$ cat src/e3tx_regs.svh
// Register indices, field positions, reset values and frame constants
`ifndef E3TX_REGS_SVH
`define E3TX_REGS_SVH
`define E3TX_ADDR_W 16
`define E3TX_IDX_CONTROL 14'h0118
`define E3TX_IDX_ERR_INS 14'h011a
`define E3TX_IDX_RAI_CTRL 14'h0140
`define E3TX_IDX_STATUS 14'h0141
`define E3TX_CONTROL_RST 16'h0000
`define E3TX_ERR_INS_RST 16'h0000
`define E3TX_CONTROL_MASK 16'h030f
`define E3TX_ERR_INS_MASK 16'h001f
`define E3TX_N_SRC_LSB 8
`define E3TX_A_SRC_LSB 2
`define E3TX_FGD_BIT 1
`define E3TX_AIS_BIT 0
`define E3TX_ETYPE_LSB 3
`define E3TX_FEI_BIT 2
`define E3TX_SWERR_BIT 1
`define E3TX_TRIGSEL_BIT 0
`define E3TX_RAI_LOS_DIS_BIT 0
`define E3TX_FRAME_LAST 11'h5ff
`define E3TX_FAS_PATTERN 10'h3d0
`define E3TX_FAS_LEN 11'h00a
`define E3TX_A_POS 11'h00a
`define E3TX_N_POS 11'h00b
`define E3TX_BURST_LEFT 2'h3
`define E3TX_RESP_OKAY 2'h0
`define E3TX_RESP_SLVERR 2'h2
`endif

$ cat src/e3tx_pkg.sv
// Types shared by the E3 transmit overhead and error insertion block
package e3tx_pkg;
	typedef enum logic [1:0] {
		E3TX_N_ONE = 2'b00,
		E3TX_N_HDLC = 2'b01,
		E3TX_N_FEAC = 2'b10,
		E3TX_N_ZERO = 2'b11
	} e3tx_nsrc_t;
	typedef enum logic [1:0] {
		E3TX_A_AUTO = 2'b00,
		E3TX_A_FEAC = 2'b01,
		E3TX_A_ZERO = 2'b10,
		E3TX_A_ONE = 2'b11
	} e3tx_asrc_t;
	typedef struct packed {
		logic awready, wready, bvalid, aw_got, w_got;
		logic [1:0] bresp;
		logic [15:0] aw_addr;
		logic [31:0] w_data;
		logic [3:0] w_strb;
		logic arready, rvalid;
		logic [1:0] rresp;
		logic [31:0] rdata;
		logic [15:0] ctrl, eins;
		logic rai_los_dis, trig_prev, pending, frame_err, err_word;
		logic [1:0] frames_left;
		logic [10:0] pos;
		logic out_bit, out_valid, out_start;
	} e3tx_state_t;
endpackage

$ cat src/e3tx_top.sv
// E3 transmit overhead generation, alarm forcing and framing error insertion
//
// Implementation choice: the AXI4-Lite slave port.
`include "e3tx_regs.svh"

module e3tx_top (
	input wire logic clk,
	input wire logic sys_rst,
	input wire logic [15:0] s_axi_awaddr,
	input wire logic s_axi_awvalid,
	output logic s_axi_awready,
	input wire logic [31:0] s_axi_wdata,
	input wire logic [3:0] s_axi_wstrb,
	input wire logic s_axi_wvalid,
	output logic s_axi_wready,
	output logic [1:0] s_axi_bresp,
	output logic s_axi_bvalid,
	input wire logic s_axi_bready,
	input wire logic [15:0] s_axi_araddr,
	input wire logic s_axi_arvalid,
	output logic s_axi_arready,
	output logic [31:0] s_axi_rdata,
	output logic [1:0] s_axi_rresp,
	output logic s_axi_rvalid,
	input wire logic s_axi_rready,
	input wire logic in_bit,
	input wire logic in_valid,
	input wire logic in_frame_start,
	input wire logic hdlc_bit,
	input wire logic feac_bit,
	input wire logic rx_los,
	input wire logic manual_error_input,
	output logic tx_bit_r,
	output logic tx_valid_r,
	output logic tx_frame_start_r
);
	e3tx_pkg::e3tx_state_t s_r;
	e3tx_pkg::e3tx_state_t s_nxt;
	e3tx_pkg::e3tx_nsrc_t n_bit_source_select;
	e3tx_pkg::e3tx_asrc_t a_bit_source_select;
	logic [1:0] framing_error_type;
	logic frame_generation_disable;
	logic force_all_ones_alarm;
	logic framing_error_inject_enable;
	logic software_single_error;
	logic insert_trigger_select;
	logic trig_level;
	logic trig_edge;
	logic [10:0] pos;
	logic take;
	logic frame_err_now;
	logic apply;
	logic a_val;
	logic n_val;
	logic gen_bit;
	logic [9:0] fas_word;

	// Field views of the two control registers
	assign n_bit_source_select = e3tx_pkg::e3tx_nsrc_t'(
		s_r.ctrl[`E3TX_N_SRC_LSB +: 2]);
	assign a_bit_source_select = e3tx_pkg::e3tx_asrc_t'(
		s_r.ctrl[`E3TX_A_SRC_LSB +: 2]);
	assign frame_generation_disable = s_r.ctrl[`E3TX_FGD_BIT];
	assign force_all_ones_alarm = s_r.ctrl[`E3TX_AIS_BIT];
	assign framing_error_type = s_r.eins[`E3TX_ETYPE_LSB +: 2];
	assign framing_error_inject_enable = s_r.eins[`E3TX_FEI_BIT];
	assign software_single_error = s_r.eins[`E3TX_SWERR_BIT];
	assign insert_trigger_select = s_r.eins[`E3TX_TRIGSEL_BIT];

	// Edge of the selected trigger; toggling the select while a source is
	// high produces an edge too, which is why software keeps them low then
	assign trig_level = insert_trigger_select ? manual_error_input
		: software_single_error;
	assign trig_edge = trig_level & ~s_r.trig_prev;

	// Bit position in the frame; a frame start mark realigns the count
	assign pos = in_frame_start ? 11'h000 : s_r.pos;
	assign take = in_valid && (pos == 11'h000);
	assign frame_err_now = take ? (s_r.pending || (s_r.frames_left != 2'h0))
		: s_r.frame_err;
	// Single error hits the first alignment bit, word error all ten
	assign apply = in_valid && framing_error_inject_enable && frame_err_now
		&& ((pos == 11'h000) || ((take ? framing_error_type[0]
		: s_r.err_word) && (pos < `E3TX_FAS_LEN)));

	// Overhead sources; the two FEAC taps sample the controller at their
	// own bit times, so N and A may differ in one frame
	always_comb
	begin
		a_val = 1'b0;
		n_val = 1'b1;
		unique case (a_bit_source_select)
			e3tx_pkg::E3TX_A_AUTO: a_val = rx_los & ~s_r.rai_los_dis;
			e3tx_pkg::E3TX_A_FEAC: a_val = feac_bit;
			e3tx_pkg::E3TX_A_ZERO: a_val = 1'b0;
			e3tx_pkg::E3TX_A_ONE: a_val = 1'b1;
		endcase
		unique case (n_bit_source_select)
			e3tx_pkg::E3TX_N_ONE: n_val = 1'b1;
			e3tx_pkg::E3TX_N_HDLC: n_val = hdlc_bit;
			e3tx_pkg::E3TX_N_FEAC: n_val = feac_bit;
			e3tx_pkg::E3TX_N_ZERO: n_val = 1'b0;
		endcase
	end

	// Alignment word as a vector, so each bit time picks exactly one bit
	assign fas_word = `E3TX_FAS_PATTERN;

	// Generated overhead, or the incoming bit when generation is off
	always_comb
	begin
		gen_bit = in_bit;
		if (!frame_generation_disable)
		begin
			if (pos < `E3TX_FAS_LEN)
				gen_bit = fas_word[4'h9 - pos[3:0]];
			else if (pos == `E3TX_A_POS)
				gen_bit = a_val;
			else if (pos == `E3TX_N_POS)
				gen_bit = n_val;
		end
	end

	// Whole next state: bus slave, registers, insertion control, stream
	always_comb
	begin
		s_nxt = s_r;
		// Write address and data may arrive in either order
		if (s_r.awready && s_axi_awvalid)
		begin
			s_nxt.aw_got = 1'b1;
			s_nxt.aw_addr = s_axi_awaddr;
		end
		if (s_r.wready && s_axi_wvalid)
		begin
			s_nxt.w_got = 1'b1;
			s_nxt.w_data = s_axi_wdata;
			s_nxt.w_strb = s_axi_wstrb;
		end
		if (s_r.bvalid && s_axi_bready)
			s_nxt.bvalid = 1'b0;
		if (s_r.aw_got && s_r.w_got && !s_r.bvalid)
		begin
			s_nxt.aw_got = 1'b0;
			s_nxt.w_got = 1'b0;
			s_nxt.bvalid = 1'b1;
			s_nxt.bresp = `E3TX_RESP_OKAY;
			unique case (s_r.aw_addr)
				{`E3TX_IDX_CONTROL, 2'b00}:
				begin
					if (s_r.w_strb[0])
						s_nxt.ctrl[7:0] = s_r.w_data[7:0];
					if (s_r.w_strb[1])
						s_nxt.ctrl[15:8] = s_r.w_data[15:8];
					// Reserved positions never hold a one
					s_nxt.ctrl = s_nxt.ctrl
						& `E3TX_CONTROL_MASK;
				end
				{`E3TX_IDX_ERR_INS, 2'b00}:
				begin
					if (s_r.w_strb[0])
						s_nxt.eins[7:0] = s_r.w_data[7:0];
					s_nxt.eins = s_nxt.eins
						& `E3TX_ERR_INS_MASK;
				end
				{`E3TX_IDX_RAI_CTRL, 2'b00}:
				begin
					if (s_r.w_strb[0])
						s_nxt.rai_los_dis = s_r.w_data[`E3TX_RAI_LOS_DIS_BIT];
				end
				{`E3TX_IDX_STATUS, 2'b00}: s_nxt.bresp = `E3TX_RESP_OKAY;
				default: s_nxt.bresp = `E3TX_RESP_SLVERR;
			endcase
		end
		s_nxt.awready = !s_nxt.aw_got && !s_nxt.bvalid;
		s_nxt.wready = !s_nxt.w_got && !s_nxt.bvalid;
		// One read at a time; answer one cycle after the address is taken
		if (s_r.rvalid && s_axi_rready)
			s_nxt.rvalid = 1'b0;
		if (s_r.arready && s_axi_arvalid)
		begin
			s_nxt.rvalid = 1'b1;
			s_nxt.rresp = `E3TX_RESP_OKAY;
			s_nxt.rdata = 32'h00000000;
			unique case (s_axi_araddr)
				{`E3TX_IDX_CONTROL, 2'b00}: s_nxt.rdata[15:0] = s_r.ctrl;
				{`E3TX_IDX_ERR_INS, 2'b00}: s_nxt.rdata[15:0] = s_r.eins;
				{`E3TX_IDX_RAI_CTRL, 2'b00}:
					s_nxt.rdata[0] = s_r.rai_los_dis;
				{`E3TX_IDX_STATUS, 2'b00}:
					s_nxt.rdata[3:0] = {s_r.pending, s_r.frames_left,
						s_r.frame_err};
				default: s_nxt.rresp = `E3TX_RESP_SLVERR;
			endcase
		end
		s_nxt.arready = !s_nxt.rvalid;
		// Pending request; a new edge wins over the take at frame start,
		// and many edges before one opportunity merge into one
		s_nxt.trig_prev = trig_level;
		if (take && s_r.pending)
		begin
			s_nxt.pending = 1'b0;
			s_nxt.frames_left = framing_error_type[1] ? `E3TX_BURST_LEFT
				: 2'h0;
			s_nxt.err_word = framing_error_type[0];
		end
		else if (take && (s_r.frames_left != 2'h0))
			s_nxt.frames_left = s_r.frames_left - 2'h1;
		if (take)
			s_nxt.frame_err = frame_err_now;
		if (trig_edge && framing_error_inject_enable)
			s_nxt.pending = 1'b1;
		if (!framing_error_inject_enable)
		begin
			s_nxt.pending = 1'b0;
			s_nxt.frames_left = 2'h0;
		end
		// Output stage; the alarm overrides everything, errors ride on
		// top of generated or passed-through overhead alike
		s_nxt.out_valid = in_valid;
		s_nxt.out_start = in_valid && (pos == 11'h000);
		if (in_valid)
		begin
			s_nxt.pos = (pos == `E3TX_FRAME_LAST) ? 11'h000 : pos + 11'h001;
			s_nxt.out_bit = force_all_ones_alarm | (gen_bit ^ apply);
		end
	end

	// Single registered state; everything clears on reset
	always_ff @(posedge clk)
	begin
		if (sys_rst)
		begin
			s_r <= '0;
			s_r.ctrl <= `E3TX_CONTROL_RST;
			s_r.eins <= `E3TX_ERR_INS_RST;
		end
		else
			s_r <= s_nxt;
	end

	assign s_axi_awready = s_r.awready;
	assign s_axi_wready = s_r.wready;
	assign s_axi_bvalid = s_r.bvalid;
	assign s_axi_bresp = s_r.bresp;
	assign s_axi_arready = s_r.arready;
	assign s_axi_rvalid = s_r.rvalid;
	assign s_axi_rresp = s_r.rresp;
	assign s_axi_rdata = s_r.rdata;
	assign tx_bit_r = s_r.out_bit;
	assign tx_valid_r = s_r.out_valid;
	assign tx_frame_start_r = s_r.out_start;
endmodule

$ cat config.mk
export PLATFORM = sky130hd
export DESIGN_NAME = e3tx_top
export DESIGN_NICKNAME = d
export VERILOG_FILES = /design/src/e3tx_pkg.sv /design/src/e3tx_top.sv
export VERILOG_INCLUDE_DIRS = /design/src
export SDC_FILE = /design/constraint.sdc
export NUM_CORES = 1
export LEC_CHECK = 0
export BUFFER_PORTS_ARGS = -buffer_cell sky130_fd_sc_hd__buf_2
export CORE_AREA = 4 4 90 92
export CTS_CLUSTER_DIAMETER = 150
export DETAILED_ROUTE_END_ITERATION = 8
export DIE_AREA = 0 0 94 96
export PLACE_DENSITY = 0.79
export RECOVER_POWER = 100
export SYNTH_ARGS = -nofsm -noshare
export SYNTH_HDL_FRONTEND = slang
export SYNTH_SLANG_ARGS = --single-unit
$ cat constraint.sdc
create_clock -name clk -period 2.7 [get_ports clk]
set_input_delay 0.675 -clock clk [delete_from_list [all_inputs] [get_ports clk]]
set_output_delay 0.675 -clock clk [all_outputs]
set_load 0.02 [all_outputs]
==> reports/metrics.cfg <==
[clock_network]
clock_sinks=73
cts_resized=0
cts_setup_buffers=0
cts_hold_buf=0
cts.path.max_buffers=2
cts_tree=yes
cts_buffers=9
path_clk_slew_ps=70
cts-root-buf=clkbuf_8
clkLatencyLatePin_ps=340
htreeDepth=3

[critical_path]
path_cells=buf_2 > nand2b_2 > or4_1 > nor3_1 > a311o_2 > nor2_1 > a211o_1
critical_path_arrival_ps=2550
cp-startpoint=in_frame_start
worst_setup_path_start_kind=input pin
rrSetupSlack_ps=390
worstPathMaxFanout=7
worstSetupPathType=in -> reg
critPathCaptureType=register
slowest_stage=or4_1
max_stage_delay_ps=590
reg2reg_to=s_r[7]
regToRegStartpoint=s_r[3]
cp.required_ps=2930
path_delay_family=simple AND/OR/NAND/NOR gates
path_buf_inv=1
rr_worst_depth=6

[grt]
grt_first_pass_wirelength_mm=13.31
track_usage=0.1853
antenna_found_initial=0
grt_pass1_vias=3007
grt_max_degree=58
grt_remaining_overflow=0

[detailed_routing]
wl_met3_um=592
antenna_left=0
wire_per_inst_um=13.18
top_layer=met4
drtIter0Drc=115
drtPass1Iterations=4
vias=3209
drc=0
drt-met1-wl_mm=3.565
finalWirelength_mm=8.095
wl_met2_mm=3.850
vias_per_cell=5.226

[final_layout]
nFillCells=694
drive_gt1_frac=0.1495
diodes=0
synthToLayoutAreaGrowth_pct=10.38
final-seq-area_mm2=0.001461
multi_input_area_mm2=0.001813
final_nets=595

[run]
drv_cap=0

[logic_synthesis]
ys_types=54
syn_avg_cell_area_um2=7.937
yosys_warnings=0
synth_seq_area_share=0.4056
synth_edf_count=0
syn_inst=454
syn_area_mm2=0.003603
ys.flop_type=dfxtp_1
synth-seq-cells=73
async_flop_share=0

[placement]
io_buffers=71
pre_cts_ws_ps=225.7
dpl.hpwl_mm=6.070
place.gp.congestion=0.8978

[sta]
fin_crit_sh=0.8600
fin_skew_ps=11.39
slew_violations=0
fin_tns_setup_ps=0
worstMarginPinSlew_ps=1080
rsz0062_at_grt=false
hold_viol_final=0
slew_headroom=0.2802
finalWorstSetupSlack_ps=378.0
finalSetupViolations=0
period_minus_slack_ps=2322
fmax_mhz=430.7

[die]
core-area_mm2=0.007214
fp-row-count=31
die_h_um=96
die_w_um=94
io_pins=126
start_util=0.4995
dieArea_mm2=0.009024

[hold_path]
hp-class=reg -> reg
hold_end=s_r[90]
min_from=s_r[90]
holdPathStages=2

[power]
power.leakage_nw=1.525
ir_drop_mv=0.2752
p_per_area_mw_per_mm2=519.1

[run_status]
outcome=finished clean

==> worst register-to-register path: stages (launching register included) <==
cell,delay (ps)
dfxtp_1,520
nand4_1,220
or4_1,540
nor3_1,340
a311o_2,270
nor2_1,50
a211o_1,260
==> kinds of logic after synthesis <==
kind of cell,share of synthesized area
flops,0.4056
simple gates,0.2528
fa+ha+maj,0.01042
other cells,0.001041
buf+inv,0.1142
compound gates,0.1576
mux,0.05833
==> cells in the mapped netlist, types with 3 or more instances <==
cell | number | area share
inv_1 | 14 | 0.015
and2_1 | 3 | 0.0052
o21ai_0 | 12 | 0.017
nor2_1 | 55 | 0.057
dfxtp_1 | 73 | 0.41
mux2i_1 | 21 | 0.058
nor2b_1 | 4 | 0.0069
o21bai_1 | 3 | 0.0062
buf_2 | 4 | 0.0056
and3b_1 | 3 | 0.0073
a211oi_1 | 4 | 0.0083
nor3_1 | 13 | 0.018
buf_1 | 3 | 0.0031
clkbuf_1 | 14 | 0.015
nor4_1 | 9 | 0.016
buf_4 | 36 | 0.075
nand2b_1 | 7 | 0.012
a22oi_1 | 4 | 0.0083
nor3b_1 | 3 | 0.0062
nand2_1 | 71 | 0.074
ha_1 | 3 | 0.010
nand4_1 | 7 | 0.012
a21oi_1 | 47 | 0.065
and3_1 | 3 | 0.0052
==> cell type report <==
class                      instances  share of cell area
tap                               99             0.03114
clock buffer                      13             0.03492
clock inverter                     3            0.004404
sequential                        73              0.3674
timing repair buffer              77             0.09311
inverter                          14             0.01321
multi-input combinational        335              0.4558
==> how the worst max path moves through the flow <==
stage               endpoint  slack [ps]  cells past startpoint
floorplan           tx_bit_r         350                     10
global placement      s_r[7]         260                      7
detailed placement    s_r[7]         230                      7
CTS                 tx_bit_r         530                      8
global route          s_r[7]         240                      6
finish                s_r[7]         380                      7
==> state kept, by name, summed over array words and instances, names as in the netlist, 2 cells and up <==
name / count
s_r: 46
framing_error_type: 2
a_bit_source_select: 2
s_axi_rdata: 7
n_bit_source_select: 2
==> routing by layer <==
layer  track usage  vias to the layer above
li1              -                     1619
met1        0.2309                     1475
met2        0.3046                      104
met3       0.05160                       11
met4       0.07220                        0
met5             0                        -
==> placed cells by master (no fill, tap or decap), types with 3 or more instances in the layout <==
cell / synthesis / final
clkbuf_8: 0 / 9
buf_4: 36 / 4
nand2_1: 71 / 71
a22oi_1: 4 / 4
and3_1: 3 / 3
dfxtp_1: 73 / 73
buf_2: 4 / 52
nand2b_1: 7 / 7
conb_1: 1 / 27
a21oi_1: 47 / 47
o21bai_1: 3 / 3
and3b_1: 3 / 3
clkbuf_1: 14 / 24
and2_1: 3 / 3
a211oi_1: 4 / 4
inv_1: 14 / 14
nand4_1: 7 / 7
nor2b_1: 4 / 4
mux2i_1: 21 / 21
o21ai_0: 12 / 12
nor4_1: 9 / 9
ha_1: 3 / 3
nor2_1: 55 / 55
nor3b_1: 3 / 3
nor3_1: 13 / 14
==> where the power goes <==
group | switching, mW | leakage [nW] | internal, mW
clock | 0.379 | 0.0774 | 0.332
sequential | 0.0243 | 0.593 | 1.11
combinational | 0.146 | 0.855 | 0.0748
==> through the flow <==
stage / hold WS [ps] / instances / util / cell area, um^2 / power, mW
finish: 455.3 / 614 / 0.5513 / 3978 / 2.065
global route: 474.0 / 614 / 0.5513 / 3978 / 2.161
CTS: 458.0 / 614 / 0.5593 / 4035 / 2.092
detailed placement: 448.3 / 598 / 0.5376 / 3879 / 1.383
global placement: 441.6 / 598 / 0.5376 / 3879 / 1.377
floorplan: 431.5 / 480 / - / 3701 / 1.335
(Power assumes the default switching activity.)
